--- src/tbd_decoder_regs.vh ---
// Constants shared by the twelve-bit instruction decoder files.
`ifndef TBD_DECODER_REGS_VH
`define TBD_DECODER_REGS_VH

// Word and field widths.
`define TBD_WORD_W 12
`define TBD_OP_W 6
`define TBD_FILE_W 5
`define TBD_DATA_W 8
`define TBD_LIT_W 9

// Field positions inside the instruction word.
`define TBD_F_LSB 0
`define TBD_F_MSB 4
`define TBD_D_POS 5
`define TBD_B_LSB 5
`define TBD_B_MSB 7
`define TBD_K8_MSB 7
`define TBD_K9_MSB 8

// Oscillator periods per instruction cycle.
`define TBD_OSC_PER_CYCLE 4
`define TBD_DIV_W 2
// Count at which the enable is raised; one early because the enable is registered.
`define TBD_EN_CNT 2'h2

// File address of the I/O port and the direction-load target.
`define TBD_PORT_ADDR 5'h06
`define TBD_DIR_TARGET 3'h6

// Reset values and byte constants.
`define TBD_DIRECTION_LOAD_RST 8'hFF
`define TBD_ZERO8 8'h00
`define TBD_ONE8 8'h01

// Operation codes presented on the decoded operation output.
`define TBD_OP_IDLE 6'h00
`define TBD_OP_ADD_ACC_FILE 6'h01
`define TBD_OP_AND_ACC_FILE 6'h02
`define TBD_OP_ZERO_FILE 6'h03
`define TBD_OP_ZERO_ACC 6'h04
`define TBD_OP_INVERT_FILE 6'h05
`define TBD_OP_MINUS_ONE 6'h06
`define TBD_OP_MINUS_ONE_SKIP 6'h07
`define TBD_OP_PLUS_ONE 6'h08
`define TBD_OP_PLUS_ONE_SKIP 6'h09
`define TBD_OP_OR_ACC_FILE 6'h0A
`define TBD_OP_COPY_FILE 6'h0B
`define TBD_OP_STORE_ACC 6'h0C
`define TBD_OP_ROT_LEFT 6'h0D
`define TBD_OP_ROT_RIGHT 6'h0E
`define TBD_OP_SUB_ACC_FILE 6'h0F
`define TBD_OP_NIBBLE_EXCH 6'h10
`define TBD_OP_XOR_ACC_FILE 6'h11
`define TBD_OP_BIT_CLEAR 6'h12
`define TBD_OP_BIT_SET 6'h13
`define TBD_OP_TEST_SKIP_CLR 6'h14
`define TBD_OP_TEST_SKIP_SET 6'h15
`define TBD_OP_AND_LITERAL 6'h16
`define TBD_OP_CALL 6'h17
`define TBD_OP_WATCHDOG_KICK 6'h18
`define TBD_OP_JUMP_DIRECT 6'h19
`define TBD_OP_OR_LITERAL 6'h1A
`define TBD_OP_LOAD_LITERAL 6'h1B
`define TBD_OP_PRESCALE_LOAD 6'h1C
`define TBD_OP_RETURN_LIT 6'h1D
`define TBD_OP_SLEEP 6'h1E
`define TBD_OP_DIRECTION_LOAD 6'h1F
`define TBD_OP_XOR_LITERAL 6'h20

`endif

--- src/tbd_decoder.v ---
// Twelve-bit instruction decoder with skip, flush and direction latch logic.
// Operation
// - Accept 12-bit words: opcode plus operand fields.
// - Destination bit 0 selects accumulator, 1 file.
// - Bit field selects one of eight bits.
// - Literal is 8 bits; jump uses 9.
// - One cycle; two on skip or PC change.
// - Instruction cycle spans four oscillator periods.
// - Decode or/and/xor/add accumulator with file.
// - Decode subtract, store, zero file, zero accumulator.
// - Decode increment/decrement and their skip forms.
// - Decode rotates, invert, copy and nibble exchange.
// - Decode bit clear, set and two bit tests.
// - Decode load, or, and, xor literal forms.
// - Return with literal takes two cycles.
// - Call and nine-bit jump take two cycles.
// - Decode idle, prescale load, sleep, watchdog kick.
// - Direction load to 6 copies accumulator to latches.
// - PC writes except jump clear ninth bit.
// - Taken skip flushes fetched word as idle.
// - Port read-modify-write sources the pin values.
`timescale 1ns/10ps
`include "tbd_decoder_regs.vh"

module tbd_decoder (
    input wire clock,
    input wire sys_rst,
    input wire instr_valid,
    input wire [`TBD_WORD_W-1:0] instr_word,
    input wire [`TBD_DATA_W-1:0] file_latch_data,
    input wire [`TBD_DATA_W-1:0] port_pin_data,
    input wire [`TBD_DATA_W-1:0] acc_value,
    output reg cycle_en_q,
    output reg dec_valid_q,
    output reg [`TBD_OP_W-1:0] op_q,
    output reg [`TBD_FILE_W-1:0] file_addr_q,
    output reg dest_file_q,
    output reg [2:0] bit_sel_q,
    output reg [`TBD_DATA_W-1:0] bit_mask_q,
    output reg [`TBD_LIT_W-1:0] literal_q,
    output reg [`TBD_DATA_W-1:0] operand_q,
    output reg upd_z_q,
    output reg upd_c_q,
    output reg upd_half_carry_q,
    output reg upd_timeout_powerdown_q,
    output reg pc_write_q,
    output reg pc_bit8_clear_q,
    output reg two_cycle_q,
    output reg skip_taken_q,
    output reg flushed_q,
    output reg [`TBD_DATA_W-1:0] direction_load_q
);

    wire cyc_en;
    wire [`TBD_FILE_W-1:0] f_addr;
    wire d_sel;
    wire [2:0] b_sel;
    wire [`TBD_DATA_W-1:0] b_mask;
    wire [`TBD_LIT_W-1:0] lit8;
    wire [`TBD_LIT_W-1:0] lit9;

    reg [`TBD_OP_W-1:0] op_d;
    reg z_d;
    reg c_d;
    reg dc_d;
    reg tp_d;
    reg pc_wr_d;
    reg use_lit9_d;
    reg [`TBD_DATA_W-1:0] src_d;
    reg [`TBD_DATA_W-1:0] inc_d;
    reg [`TBD_DATA_W-1:0] dec_d;
    reg skip_d;
    reg flush_q;

    wire take;
    wire live;

    // Instruction-cycle enable derived from the oscillator clock.
    tbd_cycle_div u_div (
        .clock(clock),
        .sys_rst(sys_rst),
        .cyc_en_q(cyc_en)
    );

    // Field extraction of the incoming word.
    tbd_field_split u_split (
        .word(instr_word),
        .file_addr(f_addr),
        .dest_file(d_sel),
        .bit_sel(b_sel),
        .bit_mask(b_mask),
        .lit8(lit8),
        .lit9(lit9)
    );

    // A word is taken once per instruction cycle; in a flush slot it is dropped.
    assign take = cyc_en & instr_valid;
    assign live = take & ~flush_q;

    // Opcode classification; more specific patterns are listed first.
    always @* begin
        op_d = `TBD_OP_IDLE;
        z_d = 1'b0;
        c_d = 1'b0;
        dc_d = 1'b0;
        tp_d = 1'b0;
        pc_wr_d = 1'b0;
        use_lit9_d = 1'b0;
        casez (instr_word)
            12'h000: begin
                op_d = `TBD_OP_IDLE;
            end
            12'h002: begin
                op_d = `TBD_OP_PRESCALE_LOAD;
            end
            12'h003: begin
                op_d = `TBD_OP_SLEEP;
                tp_d = 1'b1;
            end
            12'h004: begin
                op_d = `TBD_OP_WATCHDOG_KICK;
                tp_d = 1'b1;
            end
            12'h006: begin
                op_d = `TBD_OP_DIRECTION_LOAD;
            end
            12'h040: begin
                op_d = `TBD_OP_ZERO_ACC;
                z_d = 1'b1;
            end
            12'b0000_001?_????: begin
                op_d = `TBD_OP_STORE_ACC;
            end
            12'b0000_011?_????: begin
                op_d = `TBD_OP_ZERO_FILE;
                z_d = 1'b1;
            end
            12'b0000_10??_????: begin
                op_d = `TBD_OP_SUB_ACC_FILE;
                z_d = 1'b1;
                c_d = 1'b1;
                dc_d = 1'b1;
            end
            12'b0000_11??_????: begin
                op_d = `TBD_OP_MINUS_ONE;
                z_d = 1'b1;
            end
            12'b0001_00??_????: begin
                op_d = `TBD_OP_OR_ACC_FILE;
                z_d = 1'b1;
            end
            12'b0001_01??_????: begin
                op_d = `TBD_OP_AND_ACC_FILE;
                z_d = 1'b1;
            end
            12'b0001_10??_????: begin
                op_d = `TBD_OP_XOR_ACC_FILE;
                z_d = 1'b1;
            end
            12'b0001_11??_????: begin
                op_d = `TBD_OP_ADD_ACC_FILE;
                z_d = 1'b1;
                c_d = 1'b1;
                dc_d = 1'b1;
            end
            12'b0010_00??_????: begin
                op_d = `TBD_OP_COPY_FILE;
                z_d = 1'b1;
            end
            12'b0010_01??_????: begin
                op_d = `TBD_OP_INVERT_FILE;
                z_d = 1'b1;
            end
            12'b0010_10??_????: begin
                op_d = `TBD_OP_PLUS_ONE;
                z_d = 1'b1;
            end
            12'b0010_11??_????: begin
                op_d = `TBD_OP_MINUS_ONE_SKIP;
            end
            12'b0011_00??_????: begin
                op_d = `TBD_OP_ROT_RIGHT;
                c_d = 1'b1;
            end
            12'b0011_01??_????: begin
                op_d = `TBD_OP_ROT_LEFT;
                c_d = 1'b1;
            end
            12'b0011_10??_????: begin
                op_d = `TBD_OP_NIBBLE_EXCH;
            end
            12'b0011_11??_????: begin
                op_d = `TBD_OP_PLUS_ONE_SKIP;
            end
            12'b0100_????_????: begin
                op_d = `TBD_OP_BIT_CLEAR;
            end
            12'b0101_????_????: begin
                op_d = `TBD_OP_BIT_SET;
            end
            12'b0110_????_????: begin
                op_d = `TBD_OP_TEST_SKIP_CLR;
            end
            12'b0111_????_????: begin
                op_d = `TBD_OP_TEST_SKIP_SET;
            end
            12'b1000_????_????: begin
                op_d = `TBD_OP_RETURN_LIT;
                pc_wr_d = 1'b1;
            end
            12'b1001_????_????: begin
                op_d = `TBD_OP_CALL;
                pc_wr_d = 1'b1;
            end
            12'b101?_????_????: begin
                op_d = `TBD_OP_JUMP_DIRECT;
                pc_wr_d = 1'b1;
                use_lit9_d = 1'b1;
            end
            12'b1100_????_????: begin
                op_d = `TBD_OP_LOAD_LITERAL;
            end
            12'b1101_????_????: begin
                op_d = `TBD_OP_OR_LITERAL;
                z_d = 1'b1;
            end
            12'b1110_????_????: begin
                op_d = `TBD_OP_AND_LITERAL;
                z_d = 1'b1;
            end
            12'b1111_????_????: begin
                op_d = `TBD_OP_XOR_LITERAL;
                z_d = 1'b1;
            end
            default: begin
                op_d = `TBD_OP_IDLE;
            end
        endcase
    end

    // Port reads take the pin levels so that inputs driven low externally
    // are not rewritten from a stale latch value.
    always @* begin
        if (f_addr == `TBD_PORT_ADDR) begin
            src_d = port_pin_data;
        end else begin
            src_d = file_latch_data;
        end
    end

    // Skip condition: zero result for the count forms, bit level for tests.
    always @* begin
        inc_d = src_d + `TBD_ONE8;
        dec_d = src_d - `TBD_ONE8;
        case (op_d)
            `TBD_OP_PLUS_ONE_SKIP: skip_d = (inc_d == `TBD_ZERO8);
            `TBD_OP_MINUS_ONE_SKIP: skip_d = (dec_d == `TBD_ZERO8);
            `TBD_OP_TEST_SKIP_CLR: skip_d = ~src_d[b_sel];
            `TBD_OP_TEST_SKIP_SET: skip_d = src_d[b_sel];
            default: skip_d = 1'b0;
        endcase
    end

    // Decoded outputs update once per instruction cycle. A flush slot
    // presents an idle operation with no flags, which is what makes the
    // preceding skip or branch cost its second cycle.
    always @(posedge clock) begin
        if (sys_rst) begin
            cycle_en_q <= 1'b0;
            dec_valid_q <= 1'b0;
            op_q <= `TBD_OP_IDLE;
            file_addr_q <= {`TBD_FILE_W{1'b0}};
            dest_file_q <= 1'b0;
            bit_sel_q <= 3'h0;
            bit_mask_q <= `TBD_ZERO8;
            literal_q <= {`TBD_LIT_W{1'b0}};
            operand_q <= `TBD_ZERO8;
            upd_z_q <= 1'b0;
            upd_c_q <= 1'b0;
            upd_half_carry_q <= 1'b0;
            upd_timeout_powerdown_q <= 1'b0;
            pc_write_q <= 1'b0;
            pc_bit8_clear_q <= 1'b0;
            two_cycle_q <= 1'b0;
            skip_taken_q <= 1'b0;
            flushed_q <= 1'b0;
            flush_q <= 1'b0;
        end else begin
            cycle_en_q <= cyc_en;
            dec_valid_q <= take;
            if (take) begin
                file_addr_q <= f_addr;
                dest_file_q <= d_sel;
                bit_sel_q <= b_sel;
                bit_mask_q <= b_mask;
                literal_q <= use_lit9_d ? lit9 : lit8;
                operand_q <= src_d;
                flushed_q <= flush_q;
                if (flush_q) begin
                    op_q <= `TBD_OP_IDLE;
                    upd_z_q <= 1'b0;
                    upd_c_q <= 1'b0;
                    upd_half_carry_q <= 1'b0;
                    upd_timeout_powerdown_q <= 1'b0;
                    pc_write_q <= 1'b0;
                    pc_bit8_clear_q <= 1'b0;
                    two_cycle_q <= 1'b0;
                    skip_taken_q <= 1'b0;
                    flush_q <= 1'b0;
                end else begin
                    op_q <= op_d;
                    upd_z_q <= z_d;
                    upd_c_q <= c_d;
                    upd_half_carry_q <= dc_d;
                    upd_timeout_powerdown_q <= tp_d;
                    pc_write_q <= pc_wr_d;
                    pc_bit8_clear_q <= pc_wr_d & ~use_lit9_d;
                    two_cycle_q <= pc_wr_d | skip_d;
                    skip_taken_q <= skip_d;
                    flush_q <= pc_wr_d | skip_d;
                end
            end
        end
    end

    // Direction latches: a one turns the pin driver off, so reset leaves
    // every pin floating until software chooses outputs.
    always @(posedge clock) begin
        if (sys_rst) begin
            direction_load_q <= `TBD_DIRECTION_LOAD_RST;
        end else if (live && op_d == `TBD_OP_DIRECTION_LOAD) begin
            direction_load_q <= acc_value;
        end
    end

endmodule

--- src/tbd_cycle_div.v ---
// Divider that turns the oscillator clock into instruction-cycle enables.
`timescale 1ns/10ps
`include "tbd_decoder_regs.vh"

module tbd_cycle_div (
    input wire clock,
    input wire sys_rst,
    output reg cyc_en_q
);

    reg [`TBD_DIV_W-1:0] cnt_q;

    // The enable fires on the last of each group of oscillator periods.
    always @(posedge clock) begin
        if (sys_rst) begin
            cnt_q <= {`TBD_DIV_W{1'b0}};
            cyc_en_q <= 1'b0;
        end else begin
            cnt_q <= cnt_q + {{(`TBD_DIV_W-1){1'b0}}, 1'b1};
            cyc_en_q <= (cnt_q == `TBD_EN_CNT);
        end
    end

endmodule

--- src/tbd_field_split.v ---
// Operand field extraction for one instruction word.
`timescale 1ns/10ps
`include "tbd_decoder_regs.vh"

module tbd_field_split (
    input wire [`TBD_WORD_W-1:0] word,
    output wire [`TBD_FILE_W-1:0] file_addr,
    output wire dest_file,
    output wire [2:0] bit_sel,
    output wire [`TBD_DATA_W-1:0] bit_mask,
    output wire [`TBD_LIT_W-1:0] lit8,
    output wire [`TBD_LIT_W-1:0] lit9
);

    // Every field is cut out unconditionally; the decoder picks what it needs.
    assign file_addr = word[`TBD_F_MSB:`TBD_F_LSB];
    assign dest_file = word[`TBD_D_POS];
    assign bit_sel = word[`TBD_B_MSB:`TBD_B_LSB];
    assign bit_mask = `TBD_ONE8 << bit_sel;
    assign lit8 = {1'b0, word[`TBD_K8_MSB:0]};
    assign lit9 = word[`TBD_K9_MSB:0];

endmodule

--- config.mk ---
export PLATFORM = sky130hd
export DESIGN_NAME = tbd_decoder
export DESIGN_NICKNAME = d
export VERILOG_FILES = /design/src/tbd_decoder.v /design/src/tbd_cycle_div.v /design/src/tbd_field_split.v
export VERILOG_INCLUDE_DIRS = /design/src
export SDC_FILE = /design/constraint.sdc
export NUM_CORES = 1
export LEC_CHECK = 0
export BUFFER_PORTS_ARGS = -buffer_cell sky130_fd_sc_hd__buf_4
export CAP_MARGIN = 40
export CORE_AREA = 2 2 91 76
export CTS_CLUSTER_DIAMETER = 80
export DETAILED_ROUTE_END_ITERATION = 10
export DIE_AREA = 0 0 93 78
export PLACE_DENSITY = 0.82
export SETUP_SLACK_MARGIN = 0.1
export SYNTH_ARGS = -nofsm -noshare
export SYNTH_HDL_FRONTEND = slang
export SYNTH_HIERARCHICAL = 1
export SYNTH_SLANG_ARGS = --single-unit
--- constraint.sdc ---
create_clock -name clock -period 4.9 [get_ports clock]
set_clock_uncertainty 0.05 [all_clocks]
set_input_delay 0.98 -clock clock [delete_from_list [all_inputs] [get_ports clock]]
set_output_delay 0.98 -clock clock [all_outputs]
set_load 0.03 [all_outputs]
==> metrics.cfg <==
[floorplan]
die_h_um=78
die_w_um=93
coreArea_mm2=0.00625
dieArea_mm2=0.00725
ioPinCount=98
initial_core_util=0.542
std_cell_rows=26

[timing]
setup_tns_ns=0
worst_pin_slew_ns=0.801
hold_ws_ns=0.357
hold_viol_final=0
finalMaxSlewViolations=0
setup-violations-final=0
max_freq_ghz=0.345
rsz0062_at_grt=no
min_period_over_period=0.591
maxSlewHeadroom=0.466
fin_crit_ns=2.90

[synth]
synthArstFlopShare=0
synth_nets=458
synth_edf_count=0
ys_ff_latch=62
ys_warn_count=6
syn_avg_cell_area_um2=8.10
synth_area_mm2=0.00338
synth.distinct_cells=54
synth_ff_type=dfxtp_1
yosysSeqAreaShare=0.367
syn_inst=418

[placed_design]
port-buffer-count=97
dp_hpwl_um=6230
routabilityCongestion=0.985

[grt]
overflow=0
grt_start_max_net_pins=63
antenna_found_initial=0
grt_usage=0.246
grt_pass1_wl_um=14200
grt_pass1_vias=2875

[hold_path]
hp-class=reg2reg

[clocking]
cts_tree=built
clk_latency_ns=0.34
clock-sinks=62
post_cts_resized=0
cts_buffers=9
cts_setup_buffers=0
cts.clk_slew.worst_paths_ns=0.06
root_buffer=clkbuf_8
clock_path_buffers=2
hold_buffers=0
cts_max_level=3

[detailed_routing]
drc_errors=0
wl_per_cell_um=15.4
postRouteAntennaNets=0
via_count=3237
via_per_inst=5.73
drt_iter0_markers=245
drt_wl_total_um=8730
dr.pass1.iters=5

[outcome]
status=complete, no violations

[power_and_ir_drop]
power_mw=1.06
p_leak_nw=1.71
ir_drop_mv=0.180
powerDensity_mw_per_mm2=261

[final_layout]
nets=517
n_antenna_cell=0
utilization=0.654
syn_to_final_growth_pct=20.7
final_layout_size_suffix_gt1_frac=0.252

[worst_setup_path]
cp.arrival_ns=3.07
cp-end-kind=register
critical_path_required_ns=5.07
crit_fanout=32
start_kind=input pin
worstSetupPathType=in2reg

[flow_run]
maxCapViolCount=0

path summary, 6_finish.rpt:
kind / startpoint / endpoint / slack [ns] / cells after the start
worst max register to register: u_div/cyc_en_q / direction_load_q[1] / 2.59 / 6
worst min-delay path: u_div/cnt_q[0] / u_div/cnt_q[0] / 0.36 / 1
worst min register to register: u_div/cnt_q[0] / u_div/cnt_q[0] / 0.36 / 1
worst max-delay path: instr_word[7] / direction_load_q[1] / 2.00 / 6
cells in the mapped netlist (4+ instances only):
master    count  share of area
nor3_1        6         0.0089
mux2i_1      19          0.056
a22oi_1      10          0.022
buf_2         8          0.012
buf_4        27          0.060
nor2_1       44          0.049
nor2b_1       4         0.0074
o21ai_0      10          0.015
clkbuf_1     15          0.017
nand2b_1     11          0.020
nand2_1      53          0.059
nor3b_1       4         0.0089
nor4b_1       6          0.016
a211o_1       9          0.023
nor4_1        5         0.0092
a211oi_1     13          0.029
nand4_1       6          0.011
nand3_1       5         0.0074
dfxtp_1      62           0.37
a21oi_1      37          0.055
inv_1        15          0.017
metal layers:
layer / GRT usage / vias up / wire length, um
met5: 0 / - / 0
met4: 0.0926 / 0 / 177
met3: 0.0631 / 18 / 651
met2: 0.386 / 137 / 4030
met1: 0.325 / 1512 / 3870
li1: - / 1570 / -
placed cells by master (no fill, tap or decap), types with 4 or more instances in the layout:
| cell type | synthesis | final |
|---|---|---|
| a211o_1 | 9 | 9 |
| a211oi_1 | 13 | 13 |
| a21oi_1 | 37 | 37 |
| a22oi_1 | 10 | 10 |
| buf_4 | 27 | 99 |
| clkbuf_8 | 0 | 9 |
| clkinv_2 | 0 | 4 |
| dfxtp_1 | 62 | 62 |
| inv_1 | 15 | 15 |
| mux2i_1 | 19 | 19 |
| nand2_1 | 53 | 53 |
| nand2b_1 | 11 | 11 |
| nand3_1 | 5 | 5 |
| nand4_1 | 6 | 6 |
| nor2_1 | 44 | 44 |
| nor2b_1 | 4 | 4 |
| nor3_1 | 6 | 6 |
| nor3b_1 | 4 | 4 |
| nor4_1 | 5 | 5 |
| nor4b_1 | 6 | 6 |
| o21ai_0 | 10 | 10 |
critical path, cell delays in order:
cell,delay [ns]
buf_4,0.21
nor4_1,0.35
nand4_1,0.21
o211ai_1,0.38
nand3_1,0.48
a211o_1,0.43
logic make-up after synthesis:
group | Yosys count | synth area share
adders and majority gates | 1 | 0.00370
DFF | 62 | 0.367
and+or+nand+nor | 162 | 0.241
muxes | 22 | 0.0784
other | 1 | 0.00111
buffers and inverters | 67 | 0.109
xor gates and xnor gates | 2 | 0.00518
AOI/OAI and AO/OA | 101 | 0.195
area by class of cell:
| class | instances | area (um^2) |
|---|---|---|
| Clock buffer | 10 | 128 |
| Clock inverter | 5 | 27.5 |
| Fill cell | 579 | 2160 |
| Inverter | 15 | 56.3 |
| Multi-Input combinational cell | 289 | 1770 |
| Sequential cell | 62 | 1240 |
| Tap cell | 84 | 105 |
| Timing Repair Buffer | 100 | 754 |
per-stage QoR:
step | setup slack, ns | instance area (um^2) | cells
finish | 2.00 | 4090 | 565
global route | 1.77 | 4090 | 565
CTS | 2.00 | 4090 | 565
detailed placement | 1.65 | 3930 | 550
global placement | 1.51 | 3920 | 549
floorplan | 1.99 | 3380 | 418
registers in the layout, summed over array words and instances, names as in the netlist, 2 cells and up:
signal and count:
u_div/cnt_q 2, file_addr_q 5, direction_load_q 8, op_q 6, operand_q 8, bit_sel_q 3, literal_q 9, bit_mask_q 8
report_power, final:
group / switching [mW] / leakage [nW] / internal (mW)
clock: 0.199 / 0.0817 / 0.177
combinational: 0.101 / 1.13 / 0.0680
sequential: 0.00584 / 0.501 / 0.514
No activity file was read; power rests on OpenSTA's default activity.
